===== src/bte_err_map.svh =====
/*
 * Constants of the bridge error-reporting block: timing, tag space and
 * first-error pointer codes.
 * Assumes it is included by bare name into each design file that needs it.
 */
`ifndef BTE_ERR_MAP_SVH
`define BTE_ERR_MAP_SVH

// ********************************
// Timing
// ********************************
`define BTE_CLK_PERIOD_NS 8
`define BTE_CTO_TIME_US 50
// Least time, so the cycle count rounds up.
`define BTE_CTO_CYCLES (((`BTE_CTO_TIME_US * 1000) + `BTE_CLK_PERIOD_NS - 1) / `BTE_CLK_PERIOD_NS)

// ********************************
// Tracked request tags
// ********************************
`define BTE_TAG_W 2
`define BTE_TAGS 4
`define BTE_CNT_W 16

// ********************************
// First-error pointer
// ********************************
`define BTE_PTR_W 5
`define BTE_PTR_RST 5'h00
`define BTE_PTR_SEC_SERR 5'h07

`endif


===== src/bte_pkg.sv =====
/*
 * Types of the bridge error-reporting block.
 * Assumes nothing of its surroundings.
 */
package bte_pkg;

	// ********************************
	// Configuration bits from software
	// ********************************
	typedef struct packed {
		logic system_error_enable;
		logic fatal_report_enable;
		logic nonfatal_report_enable;
		logic parity_error_response_enable;
		logic secondary_parity_response_enable;
		logic discard_timeout_serr_enable;
		logic bridge_serr_forward_enable;
		logic cto_mask;
		logic cto_severity;
		logic dtd_mask;
		logic dtd_severity;
		logic sec_serr_mask;
		logic sec_serr_severity;
		logic ecrc_mask;
		logic ecrc_severity;
		logic poison_mask;
		logic poison_severity;
	} bte_cfg_t;

	// ********************************
	// One-cycle event strobes
	// ********************************
	typedef struct packed {
		logic discard_timeout;
		logic sec_serr_seen;
		logic ecrc_fail;
		logic poison_rx;
		logic poison_is_read_cpl;
		logic poison_advisory;
		logic poison_write_fwd;
	} bte_evt_t;

	// ********************************
	// Sticky status bits
	// ********************************
	typedef struct packed {
		logic completion_timeout_status;
		logic discard_timer_timeout_status;
		logic signaled_system_error;
		logic sec_received_system_error;
		logic secondary_serr_asserted_status;
		logic detected_parity_error;
		logic fatal_error_detected;
		logic nonfatal_error_detected;
		logic correctable_error_detected;
		logic advisory_nonfatal_status;
		logic poisoned_packet_status;
		logic ecrc_status;
		logic master_data_parity_error;
		logic secondary_parity_asserted_status;
		logic sec_master_data_parity_error;
	} bte_stat_t;

	typedef struct packed {
		logic fatal;
		logic nonfatal;
	} bte_msg_t;

	typedef enum logic [0:0] {
		SLOT_IDLE = 1'b0,
		SLOT_WAIT = 1'b1
	} bte_slot_t;

endpackage


===== src/bte_cto_timer.sv =====
/*
 * Completion timeout tracker: one counter per non-posted request tag.
 * Assumes issue and completion strobes are synchronous to core_clk and
 * that a tag is reused only after its completion or its timeout.
 */
`timescale 1ns/10ps
`include "bte_err_map.svh"

module bte_cto_timer #(
	parameter int unsigned CTO_CYCLES = `BTE_CTO_CYCLES
) (
	input wire logic core_clk,
	input wire logic rst_b,
	input wire logic issue,
	input wire logic [`BTE_TAG_W-1:0] issue_tag,
	input wire logic cpl,
	input wire logic [`BTE_TAG_W-1:0] cpl_tag,
	output logic expire_reg,
	output logic [`BTE_TAG_W-1:0] expire_tag_reg,
	output logic [`BTE_TAGS-1:0] busy
);
	import bte_pkg::*;

	localparam logic [`BTE_CNT_W-1:0] LIM = `BTE_CNT_W'(CTO_CYCLES - 1);

	logic [`BTE_TAGS-1:0] hit;
	logic [`BTE_TAGS-1:0] grant;
	logic [`BTE_TAG_W-1:0] grant_tag;

	// Only one timeout leaves per cycle; the others hold at the limit.
	assign grant = hit & (~hit + `BTE_TAGS'(1));

	always_comb begin
		grant_tag = '0;
		for (int i = `BTE_TAGS - 1; i >= 0; i--) begin
			if (grant[i]) begin
				grant_tag = `BTE_TAG_W'(i);
			end
		end
	end

	genvar g;
	generate
		for (g = 0; g < `BTE_TAGS; g++) begin : g_slot
			bte_slot_t state_reg;
			bte_slot_t state_next;
			logic [`BTE_CNT_W-1:0] cnt_reg;
			logic [`BTE_CNT_W-1:0] cnt_next;
			wire start = issue && (issue_tag == `BTE_TAG_W'(g));
			wire done = cpl && (cpl_tag == `BTE_TAG_W'(g));

			// A completion in the expiry cycle still wins the race.
			assign hit[g] = (state_reg == SLOT_WAIT) && (cnt_reg == LIM) && !done;
			assign busy[g] = state_reg;

			always_comb begin
				state_next = state_reg;
				cnt_next = cnt_reg;
				unique case (state_reg)
					SLOT_IDLE: if (start) begin
						state_next = SLOT_WAIT;
						cnt_next = '0;
					end
					SLOT_WAIT: if (done || grant[g]) begin
						state_next = SLOT_IDLE;
					end else if (!hit[g]) begin
						cnt_next = cnt_reg + `BTE_CNT_W'(1);
					end
				endcase
			end

			always_ff @(posedge core_clk or negedge rst_b) begin
				if (!rst_b) begin
					state_reg <= SLOT_IDLE;
					cnt_reg <= '0;
				end else begin
					state_reg <= state_next;
					cnt_reg <= cnt_next;
				end
			end
		end
	endgenerate

	always_ff @(posedge core_clk or negedge rst_b) begin
		if (!rst_b) begin
			expire_reg <= 1'b0;
			expire_tag_reg <= '0;
		end else begin
			expire_reg <= |hit;
			expire_tag_reg <= grant_tag;
		end
	end

endmodule


===== src/bte_report.sv =====
/*
 * Error-reporting core of the bridge: turns timeouts, secondary system
 * errors, ECRC failures and poisoned packets into sticky status and
 * upstream fatal or non-fatal message requests.
 * Assumes all inputs are synchronous to core_clk, event inputs are
 * one-cycle strobes, and software clears status with one-cycle pulses.
 */
`timescale 1ns/10ps
`include "bte_err_map.svh"

module bte_report #(
	parameter int unsigned CTO_CYCLES = `BTE_CTO_CYCLES
) (
	input wire logic core_clk,
	input wire logic rst_b,
	input bte_pkg::bte_cfg_t cfg,
	input bte_pkg::bte_evt_t evt,
	input wire logic np_issue,
	input wire logic [`BTE_TAG_W-1:0] np_issue_tag,
	input wire logic cpl_rcvd,
	input wire logic [`BTE_TAG_W-1:0] cpl_rcvd_tag,
	input wire logic secondary_parity_error_pin_b,
	input bte_pkg::bte_stat_t status_clear,
	input wire logic first_error_pointer_clear,
	output bte_pkg::bte_stat_t status_reg,
	output logic [`BTE_PTR_W-1:0] secondary_first_error_pointer_reg,
	output bte_pkg::bte_msg_t err_msg_reg,
	output logic ur_abort_reg,
	output logic [`BTE_TAG_W-1:0] ur_abort_tag_reg,
	output logic tlp_discard_reg,
	output logic [`BTE_TAGS-1:0] tag_busy_reg
);
	import bte_pkg::*;

	// ********************************
	// Local decoding
	// ********************************

	// Reporting is allowed when the source is not masked and either the
	// system-error enable or the report enable matching the severity is on.
	function automatic logic report_ok(
		input logic unmasked,
		input logic sev,
		input bte_cfg_t c
	);
		logic en;
		en = sev ? c.fatal_report_enable : c.nonfatal_report_enable;
		return unmasked && (c.system_error_enable || en);
	endfunction

	// ********************************
	// Completion timeout tracking
	// ********************************
	logic cto_evt;
	logic [`BTE_TAG_W-1:0] cto_tag;
	logic [`BTE_TAGS-1:0] busy;

	bte_cto_timer #(
		.CTO_CYCLES(CTO_CYCLES)
	) u_cto_timer (
		.core_clk(core_clk),
		.rst_b(rst_b),
		.issue(np_issue),
		.issue_tag(np_issue_tag),
		.cpl(cpl_rcvd),
		.cpl_tag(cpl_rcvd_tag),
		.expire_reg(cto_evt),
		.expire_tag_reg(cto_tag),
		.busy(busy)
	);

	// ********************************
	// Message decisions per source
	// ********************************
	wire cto_unmasked = !cfg.cto_mask;
	wire cto_send = cto_evt && report_ok(cto_unmasked, cfg.cto_severity, cfg);

	// The discard_timeout_serr_enable bit overrides the mask for discard timeouts.
	wire dtd_unmasked = !cfg.dtd_mask || cfg.discard_timeout_serr_enable;
	wire dtd_send = evt.discard_timeout && report_ok(dtd_unmasked, cfg.dtd_severity, cfg);

	wire serr_unmasked = !cfg.sec_serr_mask || cfg.bridge_serr_forward_enable;
	wire serr_send = evt.sec_serr_seen && report_ok(serr_unmasked, cfg.sec_serr_severity, cfg);

	wire ecrc_unmasked = !cfg.ecrc_mask;
	wire ecrc_send = evt.ecrc_fail && report_ok(ecrc_unmasked, cfg.ecrc_severity, cfg);

	// An advisory poisoned packet is logged as correctable and sends no
	// uncorrectable message.
	wire poison_unc = evt.poison_rx && !evt.poison_advisory;
	wire poison_adv = evt.poison_rx && evt.poison_advisory;
	wire poison_unmasked = !cfg.poison_mask;
	wire poison_send = poison_unc && report_ok(poison_unmasked, cfg.poison_severity, cfg);

	// ********************************
	// Message merge
	// ********************************
	wire fatal_send =
		(cto_send && cfg.cto_severity) ||
		(dtd_send && cfg.dtd_severity) ||
		(serr_send && cfg.sec_serr_severity) ||
		(ecrc_send && cfg.ecrc_severity) ||
		(poison_send && cfg.poison_severity);

	wire nonfatal_send =
		(cto_send && !cfg.cto_severity) ||
		(dtd_send && !cfg.dtd_severity) ||
		(serr_send && !cfg.sec_serr_severity) ||
		(ecrc_send && !cfg.ecrc_severity) ||
		(poison_send && !cfg.poison_severity);

	// A poisoned packet only counts toward signaled system error when its
	// message is fatal; a non-fatal one leaves the bit alone.
	wire sse_from_poison = poison_send && cfg.poison_severity;
	wire sse_from_other = cto_send || dtd_send || serr_send || ecrc_send;
	wire sse_set = cfg.system_error_enable && (sse_from_other || sse_from_poison);

	// ********************************
	// Detected-severity bits
	// ********************************
	// Detection is recorded whatever the mask says.
	wire fatal_det =
		(cto_evt && cfg.cto_severity) ||
		(evt.discard_timeout && cfg.dtd_severity) ||
		(evt.sec_serr_seen && cfg.sec_serr_severity) ||
		(evt.ecrc_fail && cfg.ecrc_severity) ||
		(poison_unc && cfg.poison_severity);

	wire nonfatal_det =
		(cto_evt && !cfg.cto_severity) ||
		(evt.discard_timeout && !cfg.dtd_severity) ||
		(evt.sec_serr_seen && !cfg.sec_serr_severity) ||
		(evt.ecrc_fail && !cfg.ecrc_severity) ||
		(poison_unc && !cfg.poison_severity);

	// ********************************
	// Parity related sets
	// ********************************
	wire dpe_set = evt.ecrc_fail || evt.poison_rx;
	wire mdpe_set = evt.poison_rx && evt.poison_is_read_cpl && cfg.parity_error_response_enable;

	// The target's parity pin is sampled in the cycle the poisoned write
	// is flagged as forwarded.
	wire target_perr = !secondary_parity_error_pin_b;
	wire sec_mdpe_set = evt.poison_write_fwd && cfg.secondary_parity_response_enable && target_perr;

	// ********************************
	// Status set vector
	// ********************************
	bte_stat_t stat_set;

	always_comb begin
		stat_set = '0;
		stat_set.completion_timeout_status = cto_evt;
		stat_set.discard_timer_timeout_status = evt.discard_timeout;
		stat_set.signaled_system_error = sse_set;
		stat_set.sec_received_system_error = evt.sec_serr_seen;
		stat_set.secondary_serr_asserted_status = evt.sec_serr_seen;
		stat_set.detected_parity_error = dpe_set;
		stat_set.fatal_error_detected = fatal_det;
		stat_set.nonfatal_error_detected = nonfatal_det;
		stat_set.correctable_error_detected = poison_adv;
		stat_set.advisory_nonfatal_status = poison_adv;
		stat_set.poisoned_packet_status = evt.poison_rx;
		stat_set.ecrc_status = evt.ecrc_fail;
		stat_set.master_data_parity_error = mdpe_set;
		stat_set.secondary_parity_asserted_status = evt.poison_write_fwd;
		stat_set.sec_master_data_parity_error = sec_mdpe_set;
	end

	// A set in the same cycle as its clear survives, so no event is lost.
	wire bte_stat_t stat_next = (status_reg & ~status_clear) | stat_set;

	// ********************************
	// First-error pointer
	// ********************************
	// Only the pointer moves; no header is captured for this source, and
	// there is no header capture path in this block at all.
	logic [`BTE_PTR_W-1:0] ptr_next;

	always_comb begin
		ptr_next = secondary_first_error_pointer_reg;
		if (first_error_pointer_clear) begin
			ptr_next = `BTE_PTR_RST;
		end
		if (evt.sec_serr_seen) begin
			ptr_next = `BTE_PTR_SEC_SERR;
		end
	end

	// ********************************
	// Status and pointer registers
	// ********************************
	always_ff @(posedge core_clk or negedge rst_b) begin
		if (!rst_b) begin
			status_reg <= '0;
			secondary_first_error_pointer_reg <= `BTE_PTR_RST;
		end else begin
			status_reg <= stat_next;
			secondary_first_error_pointer_reg <= ptr_next;
		end
	end

	// ********************************
	// Upstream message requests
	// ********************************
	// Fatal and non-fatal requests may pulse together when sources of both
	// severities fire at once; the message sender queues both.
	always_ff @(posedge core_clk or negedge rst_b) begin
		if (!rst_b) begin
			err_msg_reg <= '0;
		end else begin
			err_msg_reg.fatal <= fatal_send;
			err_msg_reg.nonfatal <= nonfatal_send;
		end
	end

	// ********************************
	// Request abort and packet drop
	// ********************************
	// The transaction layer finishes a timed-out request exactly as it
	// would a received Unsupported Request completion.
	always_ff @(posedge core_clk or negedge rst_b) begin
		if (!rst_b) begin
			ur_abort_reg <= 1'b0;
			ur_abort_tag_reg <= '0;
		end else begin
			ur_abort_reg <= cto_evt;
			ur_abort_tag_reg <= cto_tag;
		end
	end

	always_ff @(posedge core_clk or negedge rst_b) begin
		if (!rst_b) begin
			tlp_discard_reg <= 1'b0;
		end else begin
			tlp_discard_reg <= evt.ecrc_fail;
		end
	end

	// ********************************
	// Tag occupancy
	// ********************************
	// A request issued on a busy tag is ignored, so the issuer should
	// check this before using a tag.
	always_ff @(posedge core_clk or negedge rst_b) begin
		if (!rst_b) begin
			tag_busy_reg <= '0;
		end else begin
			tag_busy_reg <= busy;
		end
	end

endmodule


===== config.mk =====
export PLATFORM = sky130hd
export DESIGN_NAME = bte_report
export DESIGN_NICKNAME = d
export VERILOG_FILES = /design/src/bte_pkg.sv /design/src/bte_cto_timer.sv /design/src/bte_report.sv
export VERILOG_INCLUDE_DIRS = /design/src
export SDC_FILE = /design/constraint.sdc
export NUM_CORES = 1
export LEC_CHECK = 0
export ABC_AREA = 1
export BUFFER_PORTS_ARGS = -buffer_cell sky130_fd_sc_hd__buf_2
export CORE_MARGIN = 3
export CORE_UTILIZATION = 50
export DETAILED_ROUTE_END_ITERATION = 16
export HOLD_SLACK_MARGIN = 0.1
export PLACE_DENSITY = 0.79
export SETUP_SLACK_MARGIN = 0.15
export SYNTH_ARGS = -nofsm -noshare
export SYNTH_HDL_FRONTEND = slang
export SYNTH_SLANG_ARGS = --single-unit

===== constraint.sdc =====
create_clock -name core_clk -period 1.9 [get_ports core_clk]
set_clock_uncertainty 0.1 [all_clocks]
set_input_delay 0.38 -clock core_clk [delete_from_list [all_inputs] [get_ports core_clk]]
set_output_delay 0.38 -clock core_clk [all_outputs]
set_load 0.03 [all_outputs]

==> results.md <==
- Status: completed
- Setup CP Type: flip-flop to flip-flop
- DRC: 0
- Hold/Removal Path Class: primary input to flip-flop
- Placed cells: around 1.0k
- Maxcap violations: 0
- Mapped Cells: 787
- Via Count: between 5k and 6k
- Post-route antenna net violation count: 0
- Slew Viols, Final: 0
- Via density: between 5 and 6
- Grt ovf: 0
- Net Sw Frac: 34.31%
- Worst-path clk slew: approximately 0.1 ns
- #FFs+latches synth: slightly below 100
- Post-synthesis cell area: about 0.0056 mm^2
- Total Wirelength: approximately 15,000 um
- Reg2reg path depth: 13
- CTS max path bufs: 2
- Pint: 3.760 mW
- First-pass GRT wire length: roughly 23,000 um
- Critical path launch point type: flip-flop
- Tot Pwr: between 5 and 6 mW
- Critical Path AT: roughly 2.1 ns
- Area Overhead vs Synth: 26.45%
- Die area: ~0.013 mm^2
- Largest net degree at the start of global routing: between 90 and 100
- Final worst slack: around 0.016 ns
- H-tree depth: 3
- Core ar.: between 0.01 and 0.015 mm^2
- CTS tree: built
- Final Instance Area: 0.007099 mm^2
- Hold WS: between 0.1 and 0.15 ns
- GRT Overall Usage: between 20% and 30%
- Area after DPL: 0.006252 mm^2
- Hold Startpoint: status_clear[2]
- Reg2reg start: u_cto_timer.g_slot[0].cnt_reg[1]
- HPWL after detailed placement: slightly above 9000 um
- CP Capture Type: flip-flop
- Row cnt: 38
- Clk pwr share: between 20% and 30%
- Distinct cells, synth: 33
- PD cells: around 800 mW/mm^2
- DP Worst Slack: roughly 0.057 ns
- Max FFs per register: 64
- Peak supply drop: about 0.53 mV
- Least-Margin Pin Slew: 0.5115 ns
- Share of post-route cells with drive strength above 1: approximately 23%
- Lkg Pwr: approximately 3.4 nW
- Final hold vios: 0
- Worst EP required: between 2 and 2.5 ns
- Gp weighted congestion: 0.9306
- DR pass1 iterations: 5
- Seq pwr share: 43.3%
- Total CTS buffers: 9
- Die width: 112.0 um
- Hold path endpoint: status_reg[2]
- CTS sink cnt: 97
- Util after Layout: approximately 65%
- Slew HR: 65.90%
- IO Port Bufs: 76
- Post-layout min period: ~1.9 ns
- Top cell type's share of synthesized area: 43.24%
- Final TNS setup: 0 ns
- # setup viols final: 0
- Ranking of synthesized cells by area: dfrtp_1 43%, nand2_1 14%, nand3_1 7.4%
- Drt initial violations: about 350
- Drt wl/cell: ~14 um
- Fin nets: 962
- Die Ht: ~110 um
- Comb power frac: between 30 and 40%
- Clock Latency Late Sink: roughly 0.36 ns
- R2R Path End: u_cto_timer.g_slot[1].cnt_reg[8]
- Switching power: around 2.0 mW
- Initial antenna violation count: 0
- Worst-path maximum fanout: 8
- Tcrit/Tclk final: approximately 100%
- Yosys top cell by area: dfrtp_1
- Sequential fraction of the synthesis area: 43.24%
- Number of global-route vias before repair: about 5.0k
- F_max: roughly 530 MHz
- Unrepaired setup endpoints after global routing: yes
- # IOs: 79
- FF-to-FF setup slack: roughly 0.016 ns
- Diode count: 0
- Synth warn: 0
- Mean Syn Cell Area: between 7 and 8 um^2
- Non-Filler Instances: ~1.0k
- Worst Hold Path Cells: 2
- Root Buffer: clkbuf_8
- Starting Density: just over 50%
-- repair_timing --
action	4_1_cts	5_1_grt
hold buffers	5	0
pin swaps	3	27
resized for setup	6	100
endpoints found under the hold margin	101	0
gates cloned	0	5
buffers inserted	4	15
setup endpoints to repair	42	70
-- per-layer routing --
metal  global-route usage [%]  wire, um
met1                    29.85      6387
met2                    35.29      6974
met3                    3.370      1017
met4                    6.010       329
met5                        0         0
-- layout by cell type, fill, tap and decap left out, drive strengths merged --
cell type	count
nand3b	4
nand3	83
clkbuf	13
o2111ai	1
dfrtp	97
dlygate4sd3	5
and3	2
buf	116
o21bai	2
a31oi	2
nor3	18
clkinv	2
inv	107
ha	8
nand2	213
clkinvlp	1
xor2	20
o21ai	49
a21oi	11
bufinv	2
o211ai	5
o22ai	9
xnor2	1
nor3b	1
conb	2
nor2	109
nand4	26
-- power by group through the flow --
stage / sequential [mW] / clock (mW) / combinational (mW)
finish: 2.48 / 1.52 / 1.73
global route: 2.50 / 1.63 / 1.90
CTS: 2.42 / 1.55 / 1.26
detailed placement: 2.46 / 0 / 1.21
global placement: 2.46 / 0 / 1.18
floorplan: 2.54 / 0 / 0.711
-- final cells by class --
| class | count | area (um^2) |
|---|---|---|
| Clock buffer | 11 | 151.4 |
| Sequential cell | 97 | 2435 |
| Multi-Input combinational cell | 566 | 2983 |
| Clock inverter | 4 | 76.32 |
| Inverter | 108 | 415.4 |
| Fill cell | 894 | 3789 |
| Timing Repair Buffer | 123 | 863.3 |
| Tap cell | 140 | 175.2 |
-- worst max-delay path, cell delays in order (launching register included) --
cell and delay (ns):
dfrtp_1 0.42, inv_2 0.10, ha_4 0.13, inv_2 0.03
nor2_1 0.07, nand2_1 0.07, nor2_2 0.11, nand3_2 0.12
nand2_2 0.14, nand2_4 0.07, nand2_8 0.13, clkbuf_16 0.17
nand3_1 0.08, nand2_1 0.10
-- worst max-delay path by stage --
stage / to / cells after the start / start
after floorplan: u_cto_timer.g_slot[1].cnt_reg[10] / 14 / u_cto_timer.g_slot[0].cnt_reg[1]
after global placement: u_cto_timer.g_slot[1].cnt_reg[7] / 13 / u_cto_timer.g_slot[0].cnt_reg[1]
after detailed placement: u_cto_timer.g_slot[0].cnt_reg[7] / 12 / u_cto_timer.g_slot[0].cnt_reg[1]
after CTS: u_cto_timer.g_slot[1].cnt_reg[1] / 13 / u_cto_timer.g_slot[0].cnt_reg[1]
after global routing: u_cto_timer.g_slot[1].cnt_reg[8] / 13 / u_cto_timer.g_slot[0].cnt_reg[1]
final: u_cto_timer.g_slot[1].cnt_reg[8] / 13 / u_cto_timer.g_slot[0].cnt_reg[1]
-- cell usage after synthesis, drive strengths merged --
cell type / number
a21oi: 11
a31oi: 2
and3: 2
buf: 16
clkbuf: 3
clkinv: 1
conb: 1
dfrtp: 97
ha: 8
inv: 107
nand2: 211
nand3: 83
nand3b: 4
nand4: 26
nor2: 109
nor3: 18
nor3b: 1
o2111ai: 1
o211ai: 5
o21ai: 49
o21bai: 2
o22ai: 9
xnor2: 1
xor2: 20
-- cells by family (layout without fill, tap and decap cells) --
group,after synthesis,in the layout,share of synthesized area [%]
adders and majority gates,8,8,1.783
AOI/OAI and AO/OA,79,79,7.667
and+or+nand+nor,454,456,34.86
other,1,2,0.06680
xor gates and xnor gates,21,21,3.276
DFF,97,97,43.24
buffers and inverters,127,246,9.115
Power figures use the tool's default switching activity.
